`src/api_frame_codec_params.svh`:
```
`ifndef API_FRAME_CODEC_PARAMS_SVH
`define API_FRAME_CODEC_PARAMS_SVH

// framing bytes
`define DELIM_BYTE 8'h7e
`define ESC_BYTE 8'h7d
`define ESC_XOR 8'h20
`define XON_BYTE 8'h11
`define XOFF_BYTE 8'h13
`define CKS_GOOD 8'hff

// error status frame sent back to the host
`define STATUS_TYPE 8'hc0
`define STATUS_LEN 16'h0002
`define ERR_CHECKSUM 8'h01
`define ERR_EMPTY 8'h02

// transmit buffer shape
`define TX_FIFO_DEPTH 8
`define TX_WORD_W 24

`define LEN_ZERO 16'h0000
`define LEN_ONE 16'h0001

`endif

```
`src/api_frame_codec_pkg.sv`:
```
package api_frame_codec_pkg;

  // host link operation, values 0, 1 and 2 in declaration order
  typedef enum logic [1:0] {
    MODE_TRANSPARENT,
    MODE_FRAMED,
    MODE_ESCAPED
  } mode_t;

  // one frame-data byte queued for sending, with the frame's data length
  typedef struct packed {
    logic [15:0] len;
    logic [7:0] data;
  } tx_word_t;

  // one decoded frame-data byte handed to the frame logic
  typedef struct packed {
    logic first;
    logic [7:0] data;
  } rx_byte_t;

  // running 8-bit checksum sum
  function automatic logic [7:0] cks_add(input logic [7:0] acc, input logic [7:0] b);
    cks_add = acc + b;
  endfunction

endpackage

```
`src/byte_fifo.sv`:
```
`timescale 1ns/1ns
module byte_fifo #(
  parameter int WIDTH = 8,
  parameter int DEPTH = 8
) (
  input wire logic clk,
  input wire logic rst,
  input wire logic in_valid,
  input wire logic [WIDTH-1:0] in_data,
  output logic in_ready,
  output logic out_valid,
  output logic [WIDTH-1:0] out_data,
  input wire logic out_ready
);
  localparam int AW = $clog2(DEPTH);

  logic [WIDTH-1:0] mem [DEPTH];
  logic [AW:0] wr_ptr;
  logic [AW:0] rd_ptr;
  logic full;
  logic empty;
  logic push;
  logic pop;

  // extra pointer bit tells full from empty
  assign empty = wr_ptr == rd_ptr;
  assign full = (wr_ptr[AW-1:0] == rd_ptr[AW-1:0]) && (wr_ptr[AW] != rd_ptr[AW]);
  assign in_ready = !full;
  assign out_valid = !empty;
  assign out_data = mem[rd_ptr[AW-1:0]];
  assign push = in_valid && !full;
  assign pop = out_ready && !empty;

  ////////////////////////////////////////////////////////////////////////////
  always_ff @(posedge clk) begin
    if (push) begin
      mem[wr_ptr[AW-1:0]] <= in_data;
    end
  end

  always_ff @(posedge clk) begin
    if (rst) begin
      wr_ptr <= '0;
      rd_ptr <= '0;
    end else begin
      wr_ptr <= wr_ptr + (AW+1)'(push);
      rd_ptr <= rd_ptr + (AW+1)'(pop);
    end
  end
endmodule

```
`src/byte_escaper.sv`:
```
`timescale 1ns/1ns
`include "api_frame_codec_params.svh"
module byte_escaper (
  input wire logic clk,
  input wire logic rst,
  input wire logic esc_on,
  input wire logic in_valid,
  input wire logic [7:0] in_data,
  input wire logic in_raw,
  output logic in_ready,
  output logic tx_valid,
  output logic [7:0] tx_data,
  input wire logic tx_ready
);
  logic pend;
  logic [7:0] pend_byte;
  logic slot;
  logic in_fire;
  logic stuff;

  // exactly the four reserved values need stuffing
  function automatic logic reserved(input logic [7:0] b);
    reserved = (b == `DELIM_BYTE) || (b == `ESC_BYTE) ||
               (b == `XON_BYTE) || (b == `XOFF_BYTE); // [RL15]
  endfunction

  // output register is free when empty or being drained this cycle
  assign slot = !tx_valid || tx_ready;
  assign in_ready = slot && !pend;
  assign in_fire = in_valid && in_ready;
  // the leading delimiter arrives raw and is never stuffed
  assign stuff = esc_on && !in_raw && reserved(in_data); // [RL14] [RL19]

  ////////////////////////////////////////////////////////////////////////////
  always_ff @(posedge clk) begin
    if (rst) begin
      tx_valid <= 1'b0;
      tx_data <= 8'h00;
      pend <= 1'b0;
      pend_byte <= 8'h00;
    end else if (slot) begin
      tx_valid <= pend || in_fire;
      if (pend) begin
        tx_data <= pend_byte;
        pend <= 1'b0;
      end else if (in_fire) begin
        tx_data <= stuff ? `ESC_BYTE : in_data; // [RL16]
        pend <= stuff;
        pend_byte <= in_data ^ `ESC_XOR; // [RL14]
      end
    end
  end
endmodule

```
`src/api_frame_codec.sv`:
```
// Operation
// (RL1) mode 0 passes bytes through unframed (default), 1 frames, 2 frames with escaping
// (RL2) escaped framing only on the UART; on SPI mode 2 behaves as mode 1
// (RL3) framing works on both the UART and the SPI host link
// (RL4) every frame starts with delimiter 0x7E, which marks a new frame
// (RL5) two length bytes follow, MSB first, counting only frame-data bytes
// (RL6) first frame-data byte is the frame type
// (RL7) multi-byte values travel most significant byte first
// (RL8) sender appends 0xFF minus low 8 bits of the frame-data sum
// (RL9) receiver sums data plus checksum; valid only when low byte is 0xFF
// (RL10) bytes before a recognised delimiter are dropped silently
// (RL11) a bad or failed frame makes the device send a status frame
// (RL12) a frame with a bad checksum is invalid and not acted upon
// (RL13) escaped mode: unescaped 0x7E restarts the frame, discarding partial data
// (RL14) escaping sends 0x7D then byte XOR 0x20; receiver undoes it
// (RL15) only 0x7E, 0x7D, 0x11 and 0x13 are escaped
// (RL16) escaping applies in both directions in escaped mode
// (RL17) length and checksum use unescaped byte values
// (RL18) host should skip frame types it does not know
// (RL19) the leading delimiter is never escaped
`timescale 1ns/1ns
`include "api_frame_codec_params.svh"
module api_frame_codec
  import api_frame_codec_pkg::*;
(
  input wire logic clk,
  input wire logic rst,
  input wire mode_t host_framing_mode_select,
  input wire logic link_is_spi,
  input wire logic link_rx_valid,
  input wire logic [7:0] link_rx_data,
  output logic link_tx_valid,
  output logic [7:0] link_tx_data,
  input wire logic link_tx_ready,
  input wire logic usr_tx_valid,
  input wire tx_word_t usr_tx_word,
  output logic usr_tx_ready,
  output logic usr_rx_valid,
  output rx_byte_t usr_rx,
  output logic frame_good,
  output logic frame_bad,
  output logic frame_abort
);
  typedef enum logic [2:0] {R_HUNT, R_LEN_HI, R_LEN_LO, R_DATA, R_CKS} rx_state_t;
  typedef enum logic [2:0] {
    T_IDLE, T_DELIM, T_LEN_HI, T_LEN_LO, T_DATA, T_STAT_TYPE, T_STAT_CODE, T_CKS
  } tx_state_t;
  mode_t eff_mode;
  logic transp;
  logic esc_on;

  // SPI cannot carry escaped framing, so mode 2 falls back to mode 1 there
  assign eff_mode = (link_is_spi && host_framing_mode_select == MODE_ESCAPED) ?
                    MODE_FRAMED : host_framing_mode_select; // [RL2] [RL3]
  assign transp = eff_mode == MODE_TRANSPARENT; // [RL1]
  assign esc_on = eff_mode == MODE_ESCAPED;

  ////////////////////////////////////////////////////////////////////////////
  // receive side
  rx_state_t rstate;
  rx_state_t next_rstate;
  logic esc_seen;
  logic next_esc_seen;
  logic [15:0] rlen;
  logic [15:0] next_rlen;
  logic [15:0] remain;
  logic [15:0] next_remain;
  logic [7:0] rsum;
  logic [7:0] next_rsum;
  logic [7:0] rx_byte;
  logic rx_is_esc;
  logic rx_take;
  logic rx_raw_delim;
  logic rx_restart;
  logic rx_data_fire;
  logic rx_cks_fire;
  logic [7:0] rx_total;
  logic rx_ok;
  // escape marker is swallowed and the next byte unflipped before any counting
  assign rx_is_esc = link_rx_valid && esc_on && !esc_seen && link_rx_data == `ESC_BYTE;
  assign rx_byte = esc_seen ? (link_rx_data ^ `ESC_XOR) : link_rx_data; // [RL14] [RL16]
  assign rx_take = link_rx_valid && !rx_is_esc;
  assign rx_raw_delim = link_rx_valid && !esc_seen && link_rx_data == `DELIM_BYTE; // [RL4]
  // in escaped mode a raw delimiter can only be a frame start
  assign rx_restart = esc_on && rx_raw_delim; // [RL13]
  assign next_esc_seen = rx_is_esc || (esc_seen && !link_rx_valid);
  assign rx_data_fire = rstate == R_DATA && rx_take && !rx_restart;
  assign rx_cks_fire = rstate == R_CKS && rx_take && !rx_restart;
  assign rx_total = cks_add(rsum, rx_byte); // [RL9] [RL17]
  // empty frames carry no type byte, so they count as received wrongly
  assign rx_ok = rx_total == `CKS_GOOD && rlen != `LEN_ZERO; // [RL9]
  // length arrives big-endian and excludes delimiter, length and checksum
  assign next_rlen = (rstate == R_LEN_HI && rx_take) ? {rx_byte, 8'h00} :
                     (rstate == R_LEN_LO && rx_take) ? {rlen[15:8], rx_byte} :
                     rlen; // [RL5] [RL7]
  assign next_remain = (rstate == R_LEN_LO && rx_take) ? {rlen[15:8], rx_byte} :
                       rx_data_fire ? remain - `LEN_ONE : remain;
  assign next_rsum = (rstate == R_LEN_HI) ? 8'h00 :
                     rx_data_fire ? rx_total : rsum; // [RL17]
  // frame walker; anything outside a frame is dropped without a trace
  always_comb begin
    next_rstate = rstate;
    unique case (rstate)
      R_HUNT: if (rx_raw_delim) next_rstate = R_LEN_HI; // [RL10]
      R_LEN_HI: if (rx_take) next_rstate = R_LEN_LO;
      R_LEN_LO: if (rx_take) next_rstate = ({rlen[15:8], rx_byte} == `LEN_ZERO) ?
                                            R_CKS : R_DATA;
      R_DATA: if (rx_take && remain == `LEN_ONE) next_rstate = R_CKS;
      R_CKS: if (rx_take) next_rstate = R_HUNT;
    endcase
    if (rx_restart) next_rstate = R_LEN_HI; // [RL13]
    if (transp) next_rstate = R_HUNT;
  end
  always_ff @(posedge clk) begin
    if (rst) begin
      rstate <= R_HUNT;
      esc_seen <= 1'b0;
      rlen <= `LEN_ZERO;
      remain <= `LEN_ZERO;
      rsum <= 8'h00;
    end else begin
      rstate <= next_rstate;
      esc_seen <= next_esc_seen;
      rlen <= next_rlen;
      remain <= next_remain;
      rsum <= next_rsum;
    end
  end
  // decoded bytes to the frame logic; good or bad verdict comes with the checksum
  always_ff @(posedge clk) begin
    if (rst) begin
      usr_rx_valid <= 1'b0;
      usr_rx <= '0;
      frame_good <= 1'b0;
      frame_bad <= 1'b0;
      frame_abort <= 1'b0;
    end else begin
      usr_rx_valid <= transp ? link_rx_valid : rx_data_fire; // [RL1] [RL10]
      usr_rx.data <= transp ? link_rx_data : rx_byte;
      usr_rx.first <= !transp && remain == rlen; // [RL6]
      frame_good <= !transp && rx_cks_fire && rx_ok; // [RL9]
      frame_bad <= !transp && rx_cks_fire && !rx_ok; // [RL12]
      frame_abort <= rx_restart && rstate != R_HUNT; // [RL13]
    end
  end

  ////////////////////////////////////////////////////////////////////////////
  // status request from the receiver to the sender
  logic status_pend;
  logic [7:0] stat_code;
  logic stat_start;
  // a new failure in the same cycle as the pickup is kept, not lost
  always_ff @(posedge clk) begin
    if (rst) begin
      status_pend <= 1'b0;
      stat_code <= 8'h00;
    end else begin
      if (stat_start) status_pend <= 1'b0;
      if (frame_bad) begin
        status_pend <= 1'b1; // [RL11]
        stat_code <= (rlen == `LEN_ZERO) ? `ERR_EMPTY : `ERR_CHECKSUM;
      end
    end
  end

  ////////////////////////////////////////////////////////////////////////////
  // transmit side: buffer, framer, escaper
  tx_state_t tstate;
  tx_state_t next_tstate;
  logic f_valid;
  logic f_ready;
  logic [`TX_WORD_W-1:0] f_bits;
  tx_word_t f_word;
  logic src_stat;
  logic [15:0] tlen;
  logic [15:0] tcnt;
  logic [7:0] tsum;
  logic e_valid;
  logic e_ready;
  logic e_raw;
  logic [7:0] e_data;
  logic e_fire;
  byte_fifo #(.WIDTH(`TX_WORD_W), .DEPTH(`TX_FIFO_DEPTH)) u_tx_fifo (
    .clk(clk),
    .rst(rst),
    .in_valid(usr_tx_valid),
    .in_data(usr_tx_word),
    .in_ready(usr_tx_ready),
    .out_valid(f_valid),
    .out_data(f_bits),
    .out_ready(f_ready)
  );
  assign f_word = tx_word_t'(f_bits);
  assign e_fire = e_valid && e_ready;
  assign stat_start = tstate == T_IDLE && !transp && status_pend;
  // byte source per state; the checksum closes every frame
  always_comb begin
    e_valid = 1'b1;
    e_raw = 1'b0;
    e_data = 8'h00;
    f_ready = 1'b0;
    next_tstate = tstate;
    unique case (tstate)
      T_IDLE: begin
        e_valid = transp && f_valid; // [RL1]
        e_raw = 1'b1;
        e_data = f_word.data;
        f_ready = transp && e_ready;
        if (!transp && (status_pend || f_valid)) next_tstate = T_DELIM;
      end
      T_DELIM: begin
        e_raw = 1'b1; // [RL19]
        e_data = `DELIM_BYTE; // [RL4]
        if (e_ready) next_tstate = T_LEN_HI;
      end
      T_LEN_HI: begin
        e_data = tlen[15:8]; // [RL5] [RL7]
        if (e_ready) next_tstate = T_LEN_LO;
      end
      T_LEN_LO: begin
        e_data = tlen[7:0];
        if (e_ready) next_tstate = src_stat ? T_STAT_TYPE : T_DATA;
      end
      T_DATA: begin
        e_valid = f_valid;
        e_data = f_word.data;
        f_ready = e_ready;
        if (e_fire && tcnt == `LEN_ONE) next_tstate = T_CKS;
      end
      T_STAT_TYPE: begin
        e_data = `STATUS_TYPE; // [RL11]
        if (e_ready) next_tstate = T_STAT_CODE;
      end
      T_STAT_CODE: begin
        e_data = stat_code;
        if (e_ready) next_tstate = T_CKS;
      end
      T_CKS: begin
        e_data = `CKS_GOOD - tsum; // [RL8] [RL17]
        if (e_ready) next_tstate = T_IDLE;
      end
    endcase
  end
  // a zero length from the user is sent as one so the queued byte still drains
  always_ff @(posedge clk) begin
    if (rst) begin
      tstate <= T_IDLE;
      src_stat <= 1'b0;
      tlen <= `LEN_ZERO;
      tcnt <= `LEN_ZERO;
      tsum <= 8'h00;
    end else begin
      tstate <= next_tstate;
      if (tstate == T_IDLE) begin
        src_stat <= status_pend;
        tlen <= status_pend ? `STATUS_LEN :
                (f_word.len == `LEN_ZERO) ? `LEN_ONE : f_word.len;
        tcnt <= (f_word.len == `LEN_ZERO) ? `LEN_ONE : f_word.len;
        tsum <= 8'h00;
      end
      if (e_fire && (tstate == T_DATA || tstate == T_STAT_TYPE || tstate == T_STAT_CODE))
        tsum <= cks_add(tsum, e_data); // [RL8]
      if (e_fire && tstate == T_DATA) tcnt <= tcnt - `LEN_ONE;
    end
  end

  byte_escaper u_escaper (
    .clk(clk),
    .rst(rst),
    .esc_on(esc_on),
    .in_valid(e_valid),
    .in_data(e_data),
    .in_raw(e_raw),
    .in_ready(e_ready),
    .tx_valid(link_tx_valid),
    .tx_data(link_tx_data),
    .tx_ready(link_tx_ready)
  );
endmodule

```
`config.mk`:
```
export PLATFORM = sky130hd
export DESIGN_NAME = api_frame_codec
export DESIGN_NICKNAME = d
export VERILOG_FILES = /design/src/api_frame_codec_pkg.sv /design/src/byte_fifo.sv /design/src/byte_escaper.sv /design/src/api_frame_codec.sv
export VERILOG_INCLUDE_DIRS = /design/src /design/src/src
export SDC_FILE = /design/constraint.sdc
export NUM_CORES = 1
export LEC_CHECK = 0
export ABC_CLOCK_PERIOD_IN_PS = 3900
export BUFFER_PORTS_ARGS = -buffer_cell sky130_fd_sc_hd__clkbuf_2
export CORE_MARGIN = 2
export CORE_UTILIZATION = 40
export CTS_BUF_LIST = sky130_fd_sc_hd__clkbuf_8
export DETAILED_ROUTE_END_ITERATION = 7
export GPL_ROUTABILITY_DRIVEN = 1
export PLACE_DENSITY = 0.55
export SETUP_SLACK_MARGIN = 0.2
export SLEW_MARGIN = 20
export SYNTH_ARGS = -nofsm -noshare
export SYNTH_HDL_FRONTEND = slang
export SYNTH_SLANG_ARGS = --single-unit
export TNS_END_PERCENT = 10
```
`constraint.sdc`:
```
create_clock -name clk -period 3.9 [get_ports clk]
set_clock_uncertainty 0.2 [all_clocks]
set_input_delay 0.975 -clock clk [delete_from_list [all_inputs] [get_ports clk]]
set_output_delay 0.975 -clock clk [all_outputs]
set_load 0.02 [all_outputs]
```
Word level (Yosys, flattened, before mapping)

Memory sizes are Yosys's and may differ from the RTL's. A register that Yosys moved wholly into a read port is not among the register bits.
Index checks and enable logic that the tools add are counted.

Register bits after elaboration: 136
Bits in writable memories: 192
Input port bits: 40
Output and inout port bits: 23
Word-level logic and storage cells: 209
Memories: 1

Add/subtract/negate cells: 7
Equal/unequal tests: 44
Multiplexer cells: 47
Bitwise logic cells: 3
Reductions and logical operators: 81

Memory list:

| memory        | depth | width | read ports | clocked after memory_dff | write ports | RTL line        | RTL |
|---|---|---|---|---|---|---|---|
| u_tx_fifo.mem | 8     | 24    | 1          | 1                        | 1           | byte_fifo.sv:17 | `logic [WIDTH-1:0] mem [DEPTH];` |

Operators by type and width:

| kind                                               | number |
|---|---|
| two-way mux 16 bit                                 | 7 |
| one-hot mux 8 bit (7 select lines)                 | 1 |
| logical NOT 16 bit                                 | 3 |
| two-way mux 8 bit                                  | 6 |
| two-way mux 3 bit                                  | 15 |
| logical AND 1 bit                                  | 37 |
| == test 16 x 1 -> 1 bit, second input constant     | 2 |
| == test 8 x 7 -> 1 bit, second input constant      | 4 |
| subtractor 16 x 1 -> 16 bit, second input constant | 2 |
| inequality test 2 bit, second input constant       | 12 |
| one-hot mux 3 bit (8 select lines)                 | 1 |
| adder 8 bit                                        | 2 |
| == test 16 bit                                     | 1 |
| == test 8 x 5 -> 1 bit, second input constant      | 2 |
| nonzero test 16 bit                                | 1 |
| == test 3 bit, second input constant               | 5 |
| one-hot mux 3 bit (5 select lines)                 | 1 |
| == test 3 x 2 -> 1 bit, second input constant      | 4 |
| two-way mux 6 bit                                  | 2 |
| inequality test 3 bit, second input constant       | 4 |
| logical NOT 1 bit                                  | 11 |
| two-way mux 1 bit                                  | 10 |
| AND reduction 5 bit                                | 2 |
| nonzero test 2 bit                                 | 5 |
| 22 further kinds                                   | 42 |

Logic depth before layout (Yosys ltp)

Depth in word-level cells: 13
Gate-level depth with buffers: 16
Mapped depth without buffers: 13

Modules after synthesis

A second synthesis with hierarchy kept.

Cell total of the unflattened synthesis: 1145
Area total of the unflattened synthesis: 14274.9 sq um

Modules (own cells, without submodules):

| module          | times used | cells each | area each (sq um) | sequential area each (sq um) |
|---|---|---|---|---|
| byte_fifo       | 1          | 328        | 7706.1            | 5925.7 |
| api_frame_codec | 1          | 732        | 5771.8            | 2082.0 |
| byte_escaper    | 1          | 85         | 797.0             | 360.3 |

Worst setup path after synthesis

Ideal clock, no wire load.

Path type: register -> register
From: register u_tx_fifo.rd_ptr[0]
To: memory u_tx_fifo.mem[0][0] (netlist name), enable pin
Setup time: 435 ps
Arrival time: 3107 ps
Data required time: 3265 ps
Path slack: 158 ps
Stages on the path, launching flop included: 9
Buffers on the path: 2
Clock period less this slack: 3742 ps
Cells stage by stage: dfxtp_1 buf_6 buf_4 xor2_1 nor3_1 nand2_1 and2_1 nand2b_1 nor3_1

Longest elaborated chain between the ends: 6

RTL lines:

| element                                 | RTL line              | RTL |
|---|---|---|
| start: declaration                      | byte_fifo.sv:19       | `logic [AW:0] rd_ptr;` |
| start signal: assignment                | byte_fifo.sv:47       | `rd_ptr <= rd_ptr + (AW+1)'(pop);` |
| == test 3 bit                           | byte_fifo.sv:27       | `assign full = (wr_ptr[AW-1:0] == rd_ptr[AW-1:0]) && (wr_ptr[AW] != rd_ptr[AW]);` |
| logical AND 1 bit                       | byte_fifo.sv:27       |  |
| logical NOT 1 bit                       | --                    |  |
| via usr_tx_ready                        | api_frame_codec.sv:37 | `output logic usr_tx_ready,` |
| logical AND 1 bit                       | byte_fifo.sv:31       | `assign push = in_valid && !full;` |
| two-way mux 1 bit                       | byte_fifo.sv:36       | `if (push) begin` |
| two-way mux 1 bit (not written as such) | byte_fifo.sv:37       | `mem[wr_ptr[AW-1:0]] <= in_data;` |
| end: declaration                        | byte_fifo.sv:17       |  |

The timed path passes the listed nets, and every way through them passes these cells.

Final worst setup path

From: register u_tx_fifo.rd_ptr[1]
To: register tsum[7]

Longest elaborated chain between the ends: 7
Elaborated cells on any way between the ends: 8
Those cells by class: 1 x eq/ne; 2 x mux; 5 x reduce/logical

RTL lines:

| element                                                        | RTL line               | RTL |
|---|---|---|
| == test 4 bit *                                                | byte_fifo.sv:26        | `assign empty = wr_ptr == rd_ptr;` |
| logical NOT 1 bit *                                            | byte_fifo.sv:29        | `assign out_valid = !empty;` |
| logical AND 1 bit                                              | api_frame_codec.sv:205 | `e_valid = transp && f_valid;` |
| one-hot mux 1 bit (2 select lines) *                           | api_frame_codec.sv:203 | `unique case (tstate)` |
| logical AND 1 bit *                                            | api_frame_codec.sv:194 | `assign e_fire = e_valid && e_ready;` |
| logical AND 1 bit *                                            | api_frame_codec.sv:261 | `if (e_fire && (tstate == T_DATA \|\| tstate == T_STAT_TYPE \|\| tstate == T_STAT_CODE))` |
| two-way mux 8 bit / nonzero test 2 bit (equally long branches) | --                     |  |
| end signal: assignment                                         | api_frame_codec.sv:262 | `tsum <= cks_add(tsum, e_data);` |
| end: declaration                                               | api_frame_codec.sv:177 | `logic [7:0] tsum;` |

Mark *: on every way between the ends. The rest lies on a longest branch, timed or not.
A chain may end at the register's enable or synchronous reset.

==> summary.md <==
| Metric | Value |
|---|---|
| Status | finished clean |
| Vias in the first global route | 9368 |
| Lkg Pwr | 0.005745 uW |
| GP Congestion | 0.8246 |
| Top Ports | 63 |
| Clock sink count | approximately 320 |
| Slowest cell delay on critical path | 0.59 ns |
| Fmax achieved | between 200 and 300 MHz |
| Setup TNS | 0 ns |
| Crit path DAT | about 3.8 ns |
| CP max-delay cell | dfxtp_2 |
| CTS tree | done |
| Wire per inst | 19.73 um |
| Nets | 1316 |
| Commonest non-fill, non-tap cell in the layout | edfxtp_1 |
| H-tree levels | 2 |
| Crit-path max FO | 19 |
| Sequential share of the synthesized area | 59.57% |
| Cells after Synth | 1149 |
| Clock root buffer | clkbuf_8 |
| Max Slew Vio Count | 0 |
| TritonCTS Buffers | 54 |
| Syn avg cell area | 12.23 um2 |
| Via density | 5.466 |
| 1st-pass router iterations | 5 |
| GR Util All Layers | 19.26% |
| Area of the multi-input gates | 5379 um2 |
| Reg clk slew, reported paths | ~0.06 ns |
| DIE HEIGHT | ~190 um |
| Least-Margin Pin Slew | 0.8109 ns |
| Yosys warning total | 0 |
| Final HPWL DP | 23100 um |
| Initial Utilization | 40.67% |
| Synth unique cells | 71 |
| Setup CP Type | flip-flop to flip-flop |
| Async SR Flop Fraction | 0% |
| Rows | 68 |
| Power per Cell Area | around 560 nW/um2 |
| Storage cell area | around 8400 um2 |
| # DRC | 0 |
| Maxcap violations | 0 |
| Final wirelength | 34530 um |
| Seq cells post-synth | 322 |
| Post-synth EDFFs | 192 |
| First-pass GRT wire length | 53790 um |
| Util after Layout | 46.73% |
| Final period util | 89.41% |
| Syn Std Cell Area | 14050 um2 |
| Synthesis-to-finish area growth | 14.90% |
| CP Data Required Time | 4.24 ns |
| DR iter-0 viols | roughly 660 |
| Period minus WS final | around 3.5 ns |
| CTS Hold Bufs | 0 |
| Share of layout cells above drive strength 1 | 20.85% |
| Fillers | 3193 |
| Routed via count | between 9000 and 10000 |
| # diodes | 0 |
| Initial antenna violation count | 0 |
| Port bufs | 62 |
| Syn Nets | 1213 |
| Fin. Hold Viols | 0 |
| Startpoint types | flip-flop |
| RSZ-0062 raised after global routing | true |
| Most frequent cells in the layout | edfxtp_1, dfxtp_1, nor2_1 |
| Largest net degree at the start of global routing | 59 |
| Crit. End Element | flip-flop |
| DIE WIDTH | 191.4 um |
| Routed Antenna Nets | 0 |
| Clk Latency, worst-skew pair | 0.65 ns |
| Worst VDD drop | 0.2519 mV |
| Die area | 36630 um2 |
| Post-synth top flop | edfxtp_1 |
| Core area | 34540 um2 |
| Max-slew headroom | 45.74% |
| Critical-path cell list | mux4_2 -> a22oi_1 -> o211a_1 -> inv_1 -> ha_1 -> a21o_1 -> a21oi_1 -> o21ai_0 -> o41ai_2 -> xnor2_1 -> or3_1 -> a31oi_1 |
| Worst Hold Class | flip-flop to flip-flop |
| Final setup viols | 0 |
| GR Overflow Total | 0 |
| Clk buf depth | 3 |
==> timing repair <==
| item | CTS | global route |
|---|---|---|
| buffers inserted | 0 | 4 |
| gates resized for setup | 0 | 4 |
| setup endpoints to repair | 0 | 3 |
==> synth_stat cells, types with 22 or more instances <==
cell      number  area (um2)
a21oi_1       66       330.3
a31oi_1       25       156.4
clkbuf_1      43       161.4
dfxtp_1      130        2603
edfxtp_1     192        5766
ha_1          22       275.3
mux2i_1       22       220.2
mux4_2        43       968.4
nand2_1       82       307.8
nand3_1       28       140.1
nor2_1       113       424.2
nor2b_1       28       175.2
nor3_1        37       185.2
o21ai_0       25       125.1
xnor2_1       23       201.4
==> area by class of cell <==
type,count,share of cell area (%)
tap,455,3.527
sequential,322,51.88
timing repair buffer,110,4.605
multi-input combinational,743,33.33
clock inverter,41,1.233
inverter,21,0.4884
clock buffer,58,4.946
==> flip-flops by register name (all words and copies together), names as in the netlist, 2 cells and up <==
name                 cells
usr_rx                   9
u_escaper.pend_byte      8
tlen                    16
rsum                     8
rlen                    16
tsum                     8
tstate                   3
u_tx_fifo.rd_ptr         4
remain                  16
stat_code                2
tcnt                    16
u_tx_fifo.mem          192
u_escaper.tx_data        8
u_tx_fifo.wr_ptr         4
rstate                   3
==> cell families (layout without fill, tap and decap cells) <==
kind of cell    count (synthesis)  after routing  synth area share, %
xor+xnor                       38             38                2.369
buf+inv                        84            230                2.423
flops                         322            322                59.57
simple gates                  391            391                13.90
compound gates                207            207                9.584
mux                            83             83                9.905
fa+ha+maj                      24             24                2.245
==> worst max-delay path: cells and delay by family (launching register included) <==
kind	cells	cell delay, ns
compound gates	7	1.47
xor+xnor	1	0.12
fa+ha+maj	1	0.26
buf+inv	1	0.04
flops	1	0.59
mux	1	0.38
simple gates	1	0.31
==> through the flow <==
step           cell area, um2  hold WS, ns  power [uW]  cells  worst slack, ns
2_1_floorplan           14050       0.2364        5587   1149           0.1613
3_3_place_gp            15100       0.2495        6272   1647           0.4000
3_5_place_dp            15100       0.2566        6278   1647           0.3308
4_1_cts                 16090       0.2644        9093   1746           0.2578
5_1_grt                 16140       0.2806        9529   1750           0.1038
6_report                16140       0.2547        9017   1750           0.4131
==> power by group <==
group	internal, uW	switching (uW)	leakage, uW
sequential	3880	199	0.00281
combinational	832	1320	0.00236
clock	1390	1400	0.000576
total	6100	2910	0.00574
==> layer usage <==
layer	global-route usage (%)	part of all wire (%)	up-vias
li1	-	-	4557
met1	26.75	46	4702
met3	3.360	4.9	77
met5	0	0	-
met4	8.609	3.4	0
met2	29.55	46	230
==> final timing paths <==
path | from | to | slack [ns] | cells after the start
setup / recovery | u_tx_fifo.rd_ptr[1] | tsum[7] | 0.41 | 12
hold / removal | u_escaper.tx_data[4] | u_escaper.tx_data[4] | 0.25 | 2
setup reg to reg | u_tx_fifo.rd_ptr[1] | tsum[7] | 0.41 | 12
hold reg to reg | u_escaper.tx_data[4] | u_escaper.tx_data[4] | 0.25 | 2
No activity file was read; power rests on OpenSTA's default activity.
